## config.mk

```make
export PLATFORM = sky130hd
export DESIGN_NAME = dsm_stats_msel
export DESIGN_NICKNAME = d
export VERILOG_FILES = /design/src/common/dsm_pkg.sv /design/src/rtl/dsm_stats_msel.sv
export VERILOG_INCLUDE_DIRS = /design/src /design/src/common
export SDC_FILE = /design/constraint.sdc
export NUM_CORES = 2
export LEC_CHECK = 0
export BUFFER_PORTS_ARGS = -buffer_cell sky130_fd_sc_hd__buf_4
export CELL_PAD_IN_SITES_DETAIL_PLACEMENT = 1
export CELL_PAD_IN_SITES_GLOBAL_PLACEMENT = 2
export CORE_ASPECT_RATIO = 1.2
export CORE_MARGIN = 1.5
export CORE_UTILIZATION = 46
export CTS_CLUSTER_DIAMETER = 100
export DETAILED_ROUTE_END_ITERATION = 16
export GPL_ROUTABILITY_DRIVEN = 0
export PLACE_DENSITY = 0.95
export SETUP_SLACK_MARGIN = 0.1
export SLEW_MARGIN = 20
export SYNTH_ARGS = -nofsm -noshare
export SYNTH_HDL_FRONTEND = slang
export SYNTH_SLANG_ARGS = --single-unit
```

## constraint.sdc

```tcl
create_clock -name SYS_CLK -period 7.4 [get_ports SYS_CLK]
set_input_delay 0.37 -clock SYS_CLK [delete_from_list [all_inputs] [get_ports SYS_CLK]]
set_output_delay 0.37 -clock SYS_CLK [all_outputs]
set_load 0.005 [all_outputs]
```

## src/common/dsm_consts.svh

```systemverilog
// Constants of the drive statistics and mode-select block.
// Assumes inclusion by bare name from the one design file.
`ifndef DSM_CONSTS_SVH
`define DSM_CONSTS_SVH
// Log page header fields
`define DSM_LOG_PAGE    8'h37
`define DSM_LOG_PLEN    16'h0040
`define DSM_LOG_PARLEN  8'h2C
// Command operation codes
`define DSM_OP_MSEL     8'h15
`define DSM_OP_RD6      8'h08
`define DSM_OP_RD10     8'h28
`define DSM_OP_WR6      8'h0A
`define DSM_OP_WR10     8'h2A
`define DSM_OP_WV       8'h2E
`define DSM_OP_WV16     8'h8E
// Mode-select command and list layout, sense key and additional sense codes
`define DSM_SP_BIT      0
`define DSM_HDR_LAST    8'h03
`define DSM_BD_LEN      8'h08
`define DSM_SK_ILLEGAL  4'h5
`define DSM_ASC_BADPARM 8'h26
`define DSM_ASC_PCHG    8'h2A
// Supported mode pages: code, length, base in the parameter store
`define DSM_PG_A        6'h01
`define DSM_PG_A_LEN    8'h0A
`define DSM_PG_A_BASE   6'h00
`define DSM_PG_B        6'h08
`define DSM_PG_B_LEN    8'h12
`define DSM_PG_B_BASE   6'h10
`define DSM_PG_C        6'h1C
`define DSM_PG_C_LEN    8'h0A
`define DSM_PG_C_BASE   6'h28
// Register byte addresses, log page window and word count, bus response codes
`define DSM_REG_STAT    12'h004
`define DSM_REG_UA      12'h008
`define DSM_REG_SPLO    12'h00C
`define DSM_REG_SPHI    12'h010
`define DSM_REG_FLASH   12'h014
`define DSM_LOG_HI      4'h1
`define DSM_LOG_WORDS   6'h11
`define DSM_RESP_OKAY   2'b00
`define DSM_RESP_SLVERR 2'b10
`endif

```

## src/common/dsm_pkg.sv

```systemverilog
// Types shared by the drive statistics and mode-select block.
// Assumes a single clock domain and an AXI4-Lite register master.
package dsm_pkg;
   typedef enum logic [5:0] {
      S_IDLE  = 6'b00_0001,
      S_HDR   = 6'b00_0010,
      S_BDESC = 6'b00_0100,
      S_PCODE = 6'b00_1000,
      S_PLEN  = 6'b01_0000,
      S_BODY  = 6'b10_0000
   } dsm_ms_state_t;
   typedef struct packed {
      logic awvalid; logic [11:0] awaddr; logic wvalid; logic [31:0] wdata;
      logic [3:0] wstrb; logic bready; logic arvalid; logic [11:0] araddr;
      logic rready;
   } dsm_axi_req_t;
   typedef struct packed {
      logic awready; logic wready; logic bvalid; logic [1:0] bresp;
      logic arready; logic rvalid; logic [31:0] rdata; logic [1:0] rresp;
   } dsm_axi_rsp_t;
   typedef struct packed {
      logic valid; logic [7:0] opcode; logic [7:0] byte1; logic [7:0] byte4;
      logic [2:0] initiator;
   } dsm_cdb_t;
   typedef struct packed {logic valid; logic [7:0] data;} dsm_pd_t;
   typedef struct packed {
      logic hour; logic [15:0] rd_bytes; logic [15:0] wr_bytes;
      logic temp_vld; logic [7:0] temp; logic reassign; logic ie;
      logic ie_med; logic ie_hdw; logic ie_warn; logic flash_ecc;
      logic spare_used;
   } dsm_ev_t;
   typedef struct packed {
      logic done; logic chk; logic [3:0] sense_key; logic [7:0] asc;
      logic save_req; logic [7:0] ua;
   } dsm_ms_out_t;
   typedef struct packed {
      dsm_axi_rsp_t rsp; logic aw_got; logic [11:0] awaddr;
      logic w_got; logic [31:0] wdata; logic [3:0] wstrb;
      dsm_ms_state_t ms; logic [7:0] remain; logic [7:0] cnt;
      logic [7:0] plen; logic [5:0] pbase; logic sp; logic chg;
      logic [2:0] init; dsm_ms_out_t out; logic [63:0][7:0] mode;
      logic [63:0] spare_avail; logic [31:0] hours; logic [63:0] byt_rd;
      logic [63:0] byt_wr; logic [7:0] max_temp; logic [15:0] grown_defect_list;
      logic [7:0] ie_cnt; logic med; logic hdw; logic [63:0] rd_cmd;
      logic [63:0] wr_cmd; logic [31:0] flash; logic [63:0] spare_used;
   } dsm_state_t;
endpackage

```

## src/rtl/dsm_stats_msel.sv

```systemverilog
// Drive statistics log page and six-byte mode-select executor.
// Assumes command and parameter bytes come from logic on SYS_CLK.
//
// What this block does
// - Log page 37h, length 0040h, parameter 2Ch.
// - Power-on hours, big-endian, bytes 8-11.
// - Byte 28 holds highest temperature ever seen.
// - Bytes 29-30 count reassigned logical blocks.
// - Byte 31 counts exceptions, warnings excluded.
// - Exception sets media and hardware flags.
// - Count six and ten byte reads.
// - Count writes and write-verify commands.
// - Count flash ECC corrections.
// - Report used and total spare blocks.
// - Decode opcode 15h, list length byte 4.
// - Page format flag is ignored.
// - Without save, pages apply until replaced.
// - With save, request persistent store.
// - Zero list length transfers nothing, no error.
// - Parse header, optional descriptor, then pages.
// - One parameter set for all initiators.
// - Wrong page length gives illegal request.
// - A clean completion with changes posts unit attention to others.
//
// Chosen here: the AXI4-Lite slave port and the register addresses.
`timescale 1ns/100ps
`include "dsm_consts.svh"
module dsm_stats_msel (
   input  wire logic          SYS_CLK,
   input  wire logic          RST_N,
   input  wire logic          CE,
   input  wire dsm_pkg::dsm_axi_req_t AXI_REQ,
   output dsm_pkg::dsm_axi_rsp_t      AXI_RSP,
   input  wire dsm_pkg::dsm_cdb_t     CDB,
   input  wire dsm_pkg::dsm_pd_t      PD,
   input  wire dsm_pkg::dsm_ev_t      EV,
   output dsm_pkg::dsm_ms_out_t       MS_OUT
);
   import dsm_pkg::*;

   dsm_state_t      st_ff;     // All state
   dsm_state_t      nxt_st;    // Next state
   logic [0:16][31:0] pgw;     // Log page as big-endian words
   logic            last;      // Current list byte is the final one
   logic            fail;      // Parameter list rejected
   logic            fin;       // Parameter list completed cleanly
   logic [7:0]      ua_set;    // Unit attention bits raised now
   logic [5:0]      idx;       // Parameter store index
   logic [11:0]     ra;        // Aligned read address
   logic [11:0]     wa;        // Aligned write address

   // Byte-lane merge for writable words
   function automatic logic [31:0] wmerge(input logic [31:0] old,
                                          input logic [31:0] d,
                                          input logic [3:0] be);
      for (int i = 0; i < 4; i++) begin
         wmerge[8*i +: 8] = be[i] ? d[8*i +: 8] : old[8*i +: 8];
      end
   endfunction

   // Expected length of a supported page; zero marks unsupported
   function automatic logic [7:0] pg_len(input logic [5:0] code);
      case (code)
         `DSM_PG_A: pg_len = `DSM_PG_A_LEN;
         `DSM_PG_B: pg_len = `DSM_PG_B_LEN;
         `DSM_PG_C: pg_len = `DSM_PG_C_LEN;
         default:   pg_len = 8'h00;
      endcase
   endfunction

   // Where a page lives in the shared store
   function automatic logic [5:0] pg_base(input logic [5:0] code);
      case (code)
         `DSM_PG_B: pg_base = `DSM_PG_B_BASE;
         `DSM_PG_C: pg_base = `DSM_PG_C_BASE;
         default:   pg_base = `DSM_PG_A_BASE;
      endcase
   endfunction

   // Log page image, byte 0 in the top of word 0
   always_comb begin
      pgw = {`DSM_LOG_PAGE, 8'h00, `DSM_LOG_PLEN,
             16'h0000, 8'h00, `DSM_LOG_PARLEN,
             st_ff.hours,
             st_ff.byt_rd, st_ff.byt_wr,
             st_ff.max_temp, st_ff.grown_defect_list, st_ff.ie_cnt,
             {st_ff.med, st_ff.hdw, 6'h00},
             st_ff.rd_cmd, st_ff.wr_cmd, 24'h00_0000,
             st_ff.spare_used,
             64'(st_ff.spare_used + st_ff.spare_avail)};
   end

   // Next-state logic: bus slave, statistics, mode-select parser
   always_comb begin
      nxt_st = st_ff;
      last   = (st_ff.remain == 8'h01);
      fail   = 1'b0;
      fin    = 1'b0;
      ua_set = 8'h00;
      idx    = 6'(st_ff.pbase + st_ff.cnt[5:0]);
      ra     = {AXI_REQ.araddr[11:2], 2'b00};
      wa     = {st_ff.awaddr[11:2], 2'b00};
      nxt_st.out.done     = 1'b0;
      nxt_st.out.save_req = 1'b0;

      // Write address and data are taken independently
      if (AXI_REQ.awvalid && st_ff.rsp.awready) begin
         nxt_st.aw_got = 1'b1;
         nxt_st.awaddr = AXI_REQ.awaddr;
      end
      if (AXI_REQ.wvalid && st_ff.rsp.wready) begin
         nxt_st.w_got = 1'b1;
         nxt_st.wdata = AXI_REQ.wdata;
         nxt_st.wstrb = AXI_REQ.wstrb;
      end
      // Response retires first so a new write can complete next
      if (st_ff.rsp.bvalid && AXI_REQ.bready) begin
         nxt_st.rsp.bvalid = 1'b0;
      end
      // Both halves held and no response pending: commit the write
      if (st_ff.aw_got && st_ff.w_got && !st_ff.rsp.bvalid) begin
         nxt_st.aw_got     = 1'b0;
         nxt_st.w_got      = 1'b0;
         nxt_st.rsp.bvalid = 1'b1;
         nxt_st.rsp.bresp  = `DSM_RESP_OKAY;
         case (wa)
            `DSM_REG_UA: begin
               // Write one to clear; a new attention below still wins
               if (st_ff.wstrb[0]) begin
                  nxt_st.out.ua = st_ff.out.ua & ~st_ff.wdata[7:0];
               end
            end
            `DSM_REG_SPLO: begin
               nxt_st.spare_avail[31:0] =
                  wmerge(st_ff.spare_avail[31:0], st_ff.wdata, st_ff.wstrb);
            end
            `DSM_REG_SPHI: begin
               nxt_st.spare_avail[63:32] =
                  wmerge(st_ff.spare_avail[63:32], st_ff.wdata, st_ff.wstrb);
            end
            default: begin
               nxt_st.rsp.bresp = `DSM_RESP_SLVERR;
            end
         endcase
      end

      // Reads answer one cycle after the address is taken
      if (st_ff.rsp.rvalid && AXI_REQ.rready) begin
         nxt_st.rsp.rvalid = 1'b0;
      end
      if (AXI_REQ.arvalid && st_ff.rsp.arready) begin
         nxt_st.rsp.rvalid = 1'b1;
         nxt_st.rsp.rresp  = `DSM_RESP_OKAY;
         nxt_st.rsp.rdata  = 32'h0000_0000;
         if (ra[11:8] == `DSM_LOG_HI && ra[7:2] < `DSM_LOG_WORDS) begin
            // Word 16 needs five index bits; the range check keeps it in bounds
            nxt_st.rsp.rdata = pgw[5'(ra[7:2])];
         end else begin
            case (ra)
               `DSM_REG_STAT: nxt_st.rsp.rdata = {st_ff.ms != S_IDLE,
                  st_ff.out.chk, 2'b00, st_ff.out.sense_key,
                  st_ff.out.asc, 8'h00, st_ff.out.ua};
               `DSM_REG_UA:    nxt_st.rsp.rdata = {24'h00_0000, st_ff.out.ua};
               `DSM_REG_SPLO:  nxt_st.rsp.rdata = st_ff.spare_avail[31:0];
               `DSM_REG_SPHI:  nxt_st.rsp.rdata = st_ff.spare_avail[63:32];
               `DSM_REG_FLASH: nxt_st.rsp.rdata = st_ff.flash;
               default:        nxt_st.rsp.rresp = `DSM_RESP_SLVERR;
            endcase
         end
      end

      // Lifetime statistics
      if (EV.hour) begin
         nxt_st.hours = st_ff.hours + 32'h1;
      end
      nxt_st.byt_rd = st_ff.byt_rd + {48'h0000_0000_0000, EV.rd_bytes};
      nxt_st.byt_wr = st_ff.byt_wr + {48'h0000_0000_0000, EV.wr_bytes};
      if (EV.temp_vld && EV.temp > st_ff.max_temp) begin
         nxt_st.max_temp = EV.temp;
      end
      if (EV.reassign) begin
         nxt_st.grown_defect_list = st_ff.grown_defect_list + 16'h1;
      end
      // Saturates so a long life never wraps back to a small count
      if (EV.ie && !EV.ie_warn && st_ff.ie_cnt != 8'hFF) begin
         nxt_st.ie_cnt = st_ff.ie_cnt + 8'h1;
      end
      if (EV.ie) begin
         nxt_st.med = st_ff.med | EV.ie_med;
         nxt_st.hdw = st_ff.hdw | EV.ie_hdw;
      end
      if (EV.flash_ecc) begin
         nxt_st.flash = st_ff.flash + 32'h1;
      end
      if (EV.spare_used) begin
         nxt_st.spare_used = st_ff.spare_used + 64'h1;
      end
      // Command counters see every command, busy or not
      if (CDB.valid) begin
         case (CDB.opcode)
            `DSM_OP_RD6, `DSM_OP_RD10: begin
               nxt_st.rd_cmd = st_ff.rd_cmd + 64'h1;
            end
            `DSM_OP_WR6, `DSM_OP_WR10, `DSM_OP_WV, `DSM_OP_WV16: begin
               nxt_st.wr_cmd = st_ff.wr_cmd + 64'h1;
            end
            default: begin
            end
         endcase
      end

      // Mode-select start; page format bit is never looked at
      if (CDB.valid && CDB.opcode == `DSM_OP_MSEL && st_ff.ms == S_IDLE) begin
         nxt_st.sp     = CDB.byte1[`DSM_SP_BIT];
         nxt_st.remain = CDB.byte4;
         nxt_st.init   = CDB.initiator;
         nxt_st.chg    = 1'b0;
         nxt_st.cnt    = 8'h00;
         if (CDB.byte4 == 8'h00) begin
            fin = 1'b1;
         end else begin
            nxt_st.ms = S_HDR;
         end
      end else if (PD.valid && st_ff.ms != S_IDLE) begin
         nxt_st.remain = st_ff.remain - 8'h1;
         case (st_ff.ms)
            S_HDR: begin
               nxt_st.cnt = st_ff.cnt + 8'h1;
               if (st_ff.cnt == `DSM_HDR_LAST) begin
                  // Descriptor length is 0 or 8, nothing else
                  nxt_st.cnt = 8'h00;
                  if (PD.data == 8'h00) begin
                     nxt_st.ms = S_PCODE;
                  end else if (PD.data == `DSM_BD_LEN) begin
                     nxt_st.ms = S_BDESC;
                  end else begin
                     fail = 1'b1;
                  end
                  fin = last && !fail;
               end else begin
                  fail = last;
               end
            end
            S_BDESC: begin
               // Descriptor is accepted and not stored
               nxt_st.cnt = st_ff.cnt + 8'h1;
               if (st_ff.cnt == `DSM_BD_LEN - 8'h1) begin
                  nxt_st.ms = S_PCODE;
                  fin = last;
               end else begin
                  fail = last;
               end
            end
            S_PCODE: begin
               nxt_st.pbase = pg_base(PD.data[5:0]);
               nxt_st.plen  = pg_len(PD.data[5:0]);
               nxt_st.ms    = S_PLEN;
               fail = last;
            end
            S_PLEN: begin
               if (PD.data != st_ff.plen || st_ff.plen == 8'h00 || last) begin
                  fail = 1'b1;
               end else begin
                  nxt_st.cnt = 8'h00;
                  nxt_st.ms  = S_BODY;
               end
            end
            S_BODY: begin
               // One shared store, so every initiator sees the change
               if (st_ff.mode[idx] != PD.data) begin
                  nxt_st.chg = 1'b1;
               end
               nxt_st.mode[idx] = PD.data;
               nxt_st.cnt = st_ff.cnt + 8'h1;
               if (st_ff.cnt == st_ff.plen - 8'h1) begin
                  nxt_st.ms = S_PCODE;
                  fin = last;
               end else begin
                  fail = last;
               end
            end
            default: begin
               nxt_st.ms = S_IDLE;
            end
         endcase
      end

      // Completion: clean end or illegal request
      if (fail) begin
         nxt_st.ms            = S_IDLE;
         nxt_st.out.done      = 1'b1;
         nxt_st.out.chk       = 1'b1;
         nxt_st.out.sense_key = `DSM_SK_ILLEGAL;
         nxt_st.out.asc       = `DSM_ASC_BADPARM;
      end else if (fin) begin
         nxt_st.ms            = S_IDLE;
         nxt_st.out.done      = 1'b1;
         nxt_st.out.chk       = 1'b0;
         nxt_st.out.sense_key = 4'h0;
         nxt_st.out.asc       = 8'h00;
         nxt_st.out.save_req  = nxt_st.sp;
         if (nxt_st.chg) begin
            ua_set         = ~(8'h01 << nxt_st.init);
            nxt_st.out.asc = `DSM_ASC_PCHG;
         end
      end
      nxt_st.out.ua = nxt_st.out.ua | ua_set;

      // Write ready flags follow the holding registers; read ready follows the pending read response
      nxt_st.rsp.awready = !nxt_st.aw_got;
      nxt_st.rsp.wready  = !nxt_st.w_got;
      nxt_st.rsp.arready = !nxt_st.rsp.rvalid;
   end

   // State register; CE low freezes everything, pulses included
   always_ff @(posedge SYS_CLK or negedge RST_N) begin
      if (!RST_N) begin
         st_ff    <= '0;
         st_ff.ms <= S_IDLE;
      end else if (CE) begin
         st_ff <= nxt_st;
      end
   end

   // Outputs straight from the state register
   assign AXI_RSP = st_ff.rsp;
   assign MS_OUT  = st_ff.out;
endmodule // dsm_stats_msel

```

After elaboration in Yosys (flattened, before gate mapping)
Index checks and enable logic that the tools add are counted.
Cells by class
  add/subtract/negate cells: 14
  magnitude comparators: 5
  eq/ne operators: 41
  shift-type cells: 1
  muxes and demuxes: 75
  bitwise logic cells: 8
  reduce and logical (&&, ||, !) cells: 66
Operators with widths (number)
  $bwmux 512: 1
  $add 64x1->64 const B: 3
  $bmux 32 s5: 1
  $pmux 32 s5: 1
  $add 64x16->64: 2
  $mux 32: 3
  $mux 8: 10
  $add 32x1->32 const B: 2
  $add 64x64->64: 1
  $mux 6: 10
  $bmux 8 s6: 1
  $demux 8 s6: 1
  $reduce_and 4->1: 11
  $eq 10x2->1 const B: 4
  $mux 37: 1
  $mux 36: 1
  $mux 35: 1
  $eq 10x3->1 const B: 3
  $pmux 6 s5: 1
  $mux 1: 28
  $mux 14: 2
  $reduce_and 2->1: 14
  $eq 8x4->1 const B: 3
  $eq 8x6->1 const B: 3
  other kinds (59): 102
Word-level totals
  register bits: 1149
  bits of input ports: 154
  output and inout port bits: 64

Logic depth before layout (Yosys ltp)
  word-level depth: 16
  depth in mapped cells: 15

Least setup slack after synthesis
No wires, ideal clock.
  path type: reg-to-reg
  start point: register st_ff[1039] (netlist name)
  end point: register st_ff, in the netlist MS_OUT[14]
  library setup time: 0.132 ns
  data arrival time: 3.250 ns
  required time: 7.268 ns
  setup slack: 4.017 ns
  cell stages (with the launch flop): 16
  cell sequence: dfrtp_1 ha_1 inv_1 fa_1 buf_1 nand2b_1 or2_2 buf_2 o22ai_1 a2111oi_2 o2111ai_1 xor2_1 nor4_1 nand4_1 a31oi_4 nand3_1
Between the ends
  word-level cells in the longest chain between the ends: 11
RTL lines
  from (decl): RTL line dsm_stats_msel.sv:41  | dsm_state_t st_ff;
  from (signal assigned): RTL line dsm_stats_msel.sv:321  | st_ff <= nxt_st;
  $add 6x6->6: RTL line dsm_stats_msel.sv:100  | idx = 6'(st_ff.pbase + st_ff.cnt[5:0]);
  $bmux 8 s6: RTL line dsm_stats_msel.sv:270  | if (st_ff.mode[idx] != PD.data) begin
  $mux 8 (implied by the code): RTL line dsm_stats_msel.sv:270
  $ne 8x8->1: RTL line dsm_stats_msel.sv:270
  $mux 1: RTL line dsm_stats_msel.sv:270
  $mux 1: RTL line dsm_stats_msel.sv:226  | case (st_ff.ms)
  $mux 1: RTL line dsm_stats_msel.sv:224  | end else if (PD.valid && st_ff.ms != S_IDLE) begin
  $mux 1: RTL line dsm_stats_msel.sv:213  | if (CDB.valid && CDB.opcode == `DSM_OP_MSEL && st_ff.ms == S_IDLE) begin
  $mux 6: RTL line dsm_stats_msel.sv:302  | if (nxt_st.chg) begin
  $mux 15: RTL line dsm_stats_msel.sv:295  | end else if (fin) begin
  $mux 14: RTL line dsm_stats_msel.sv:289  | if (fail) begin
Several ways; a longest one is shown, not always the timed one. The select of a mux whose other input is x is not followed.
A chain may end at the register's enable or synchronous reset.

Worst setup path after layout
  start point: register st_ff[1037] (netlist name)
  end point: register st_ff, in the netlist MS_OUT[0]
Between the ends
  word-level cells in the longest chain between the ends: 12
RTL lines
  $add 6x6->6: RTL line dsm_stats_msel.sv:100
  $bmux 8 s6: RTL line dsm_stats_msel.sv:270
  $mux 8 (implied by the code): RTL line dsm_stats_msel.sv:270
  $ne 8x8->1: RTL line dsm_stats_msel.sv:270
  $mux 1: RTL line dsm_stats_msel.sv:270
  $mux 1: RTL line dsm_stats_msel.sv:226
  $mux 1: RTL line dsm_stats_msel.sv:224
  $mux 1: RTL line dsm_stats_msel.sv:213
  $mux 8: RTL line dsm_stats_msel.sv:302
  $mux 8: RTL line dsm_stats_msel.sv:295
  $mux 8 *: RTL line dsm_stats_msel.sv:289
  $or 8x8->8 *: RTL line dsm_stats_msel.sv:307  | nxt_st.out.ua = nxt_st.out.ua | ua_set;
Mark *: on every way between the ends. The rest lies on a longest branch, timed or not. The select of a mux whose other input is x is not followed.

==> out/metrics.csv <==
stage,metric,value,unit
logic_synthesis,netlist_instances,5486,
logic_synthesis,synth_ff_type,dfrtp_1,
place,dp_cells,7117,
logic_synthesis,synth_most_common_cell,dfrtp_1,
detailed_routing,num_vias,47200,
detailed_routing,wl_per_cell,28.6,um
detailed_routing,viasPerCell,6.37,
final_layout,multiInputGateArea,0.0305,mm2
power,p_leak,31.5,nW
clock_tree,clock-root-buffer,clkbuf_16,
global_route,grt-ovfl-total,0,
clock_tree,cts_buffer_depth,3,
die,row_count,145,
die,start_util,0.465,
logic_synthesis,ys_top_cells_by_count,"dfrtp_1 (1125), mux2_2 (706), nand2_1 (486), nor2_1 (325), xnor2_1 (299)",
power,ir_drop,0.198,mV
final_layout,drive_above_1_share,0.235,
detailed_routing,dr.pass1.iters,8,
sta,tightestPinTransition,1220,ps
power,powerDensity,252,mW/mm2
logic_synthesis,synth_area,0.0606,mm2
logic_synthesis,ys_top_cells_by_area,"dfrtp_1 (46%), mux2_2 (13%), xnor2_1 (4.3%), mux4_2 (3.8%), nand2_1 (3.0%)",
final_layout,layout.nets,5899,
flow_run,maxCapViolCount,0,
die,dieArea,0.134,mm2
global_route,grt_pass1_vias,50300,
global_route,grt_max_degree,180,
die,die_w,334,um
setup_path,cp-startpoint,st_ff[1037],
hold_path,worstHoldStart,AXI_REQ[4],
sta,period_minus_slack,4990,ps
sta,skew,109,ps
clock_tree,cts_made_buffers,117,
setup_path,reg2reg_from,st_ff[1037],
sta,rsz0062_at_grt,false,
outcome,outcome,finished clean,
detailed_routing,drt_iter0_drc,3996,
global_route,grt_antenna_before_repair,7,
global_route,grt_pass1_wl,321000,um
die,fp.coreArea,0.130,mm2
logic_synthesis,synth_seq_cells,1126,
power,finalPower,17.2,mW
setup_path,crit_type,reg2reg,
clock_tree,cts_tree,built,
logic_synthesis,synth_edf_count,0,
logic_synthesis,netlist.area_leader.share,0.464,
setup_path,cp_data_arrival_time,5610,ps
final_layout,fin_cells,7419,
setup_path,reg2reg_depth,11,
logic_synthesis,synthArstFlopShare,1.00,
final_layout,fillCellCount,13700,
final_layout,syn_to_final_growth,12.7,%
logic_synthesis,synth_seq_area_share,0.465,
clock_tree,insertion_delay,800,ps
clock_tree,htreeDepth,3,
setup_path,r2r_slack,2410,ps
place,io_buffers,198,
detailed_routing,detail-route-antenna-nets,0,
logic_synthesis,synth_cell_type_count,102,
sta,max_freq,201,MHz
setup_path,critPathMaxFanout,69,
sta,min_period_over_period,0.674,
sta,setup_viol,0,
detailed_routing,drc,0,
clock_tree,clkSlewWorstSetupHoldPaths,70,ps
final_layout,final-seq-area,0.0282,mm2
sta,finalSetupTns,0,ps
sta,hold_violations,0,
detailed_routing,routed_wl,212000,um
sta,max-slew-margin-rel,0.183,
logic_synthesis,syn_area_per_cell,11.0,um2
clock_tree,clock-sinks,1126,
sta,drv_slew,0,
die,ioPinCount,218,
die,die_h,401,um
setup_path,cp.required,8020,ps
hold_path,worstHoldPathCells,3,
hold_path,hp-class,in2reg,
setup_path,critical_path.endpoint_type,flop,
logic_synthesis,yosys_warnings,0,
logic_synthesis,yosys.area.top_type,dfrtp_1,
place,hpwl,149000,um
setup_path,crit_path_start_kind,flop,
clock_tree,postCtsSetupBuffers,0,
global_route,track_usage,0.315,
[power by group]
part	total, mW	switching [mW]	internal [mW]
sequential	7.36	0.725	6.63
combinational	3.45	2.02	1.43
clock	6.40	2.72	3.69
total	17.2	5.47	11.7
[critical path: stages (launching register included)]
cell,delay [ps]
dfrtp_4,900
buf_12,390
mux4_2,590
mux2i_1,360
o22ai_1,200
a21oi_1,370
nand4_1,190
xor2_1,180
nor4_1,270
nand4_1,430
a31oi_4,570
o21ai_1,140
[cell type report]
class	instances	share of cell area
Tap cell	1690	0.0310
Multi-Input combinational cell	3931	0.446
Sequential cell	1126	0.413
Timing Repair Buffer	348	0.0430
Antenna cell	4	0.000147
Clock buffer	164	0.0493
Inverter	101	0.00555
Clock inverter	55	0.0119
[per-layer routing]
layer  vias to the layer above  GRT usage  wire length [um]
li1                      20200          -                 -
met1                     24500      0.373             79900
met2                      1810      0.524            103000
met3                       652     0.0475             12000
met4                         4      0.225             17100
met5                         -          0                22
[placed cells by master, fill, tap and decap left out, types with 31 or more instances in the layout]
cell,n
a21o_1,42
a21oi_1,220
a221oi_1,76
a22oi_1,80
a31oi_1,31
and3_1,92
buf_4,258
clkbuf_16,118
dfrtp_1,1122
dlygate4sd3_1,79
ha_1,116
inv_1,99
mux2_2,706
mux2i_1,108
mux4_2,101
nand2_1,486
nand3_1,197
nand4_1,104
nor2_1,322
nor3_1,84
o21ai_0,147
o22ai_1,40
xnor2_1,299
xor2_1,151
[what timing repair did]
item / in CTS / in global routing
hold endpoints to repair: 167 / 0
setup endpoints to repair: 0 / 0
hold buffers: 79 / 0
resized for setup: 0 / 0
[stage by stage]
| step | hold slack [ps] | worst slack (ps) | utilization | area (um2) |
|---|---|---|---|---|
| final | 49.5 | 2410 | 0.524 | 68300 |
| after global routing | 48.9 | 2390 | 0.524 | 68300 |
| after CTS | 3.36 | 2560 | 0.523 | 68300 |
| after detailed placement | 439 | 2690 | 0.485 | 63300 |
| after global placement | 433 | 2760 | 0.485 | 63300 |
| after floorplan | 74.4 | 4020 | - | 60600 |
[cells by family (layout without fill, tap and decap cells)]
logic type                 Yosys count  after routing  share of synthesized area
xor gates and xnor gates           452            452                     0.0658
and+or+nand+nor                   1531           1531                      0.122
buffers and inverters              436            668                     0.0336
adders and majority gates          120            120                     0.0253
AOI/OAI and AO/OA                  902            902                      0.101
other                                1             12                  0.0000619
muxes                              918            918                      0.187
DFF                               1126           1126                      0.465
[worst paths after layout]
check                             end
max in group asynchronous  st_ff[868]
setup / recovery            MS_OUT[0]
setup reg to reg            MS_OUT[0]
hold / removal             AXI_RSP[7]
min in group asynchronous  st_ff[435]
hold reg to reg              pgw[279]
[registers in the layout (all words and copies together) (netlist names)]
register / count
MS_OUT: 13
st_ff: 688
pgw: 386
AXI_RSP: 39
Note: power is estimated with default switching activity, not from simulation.
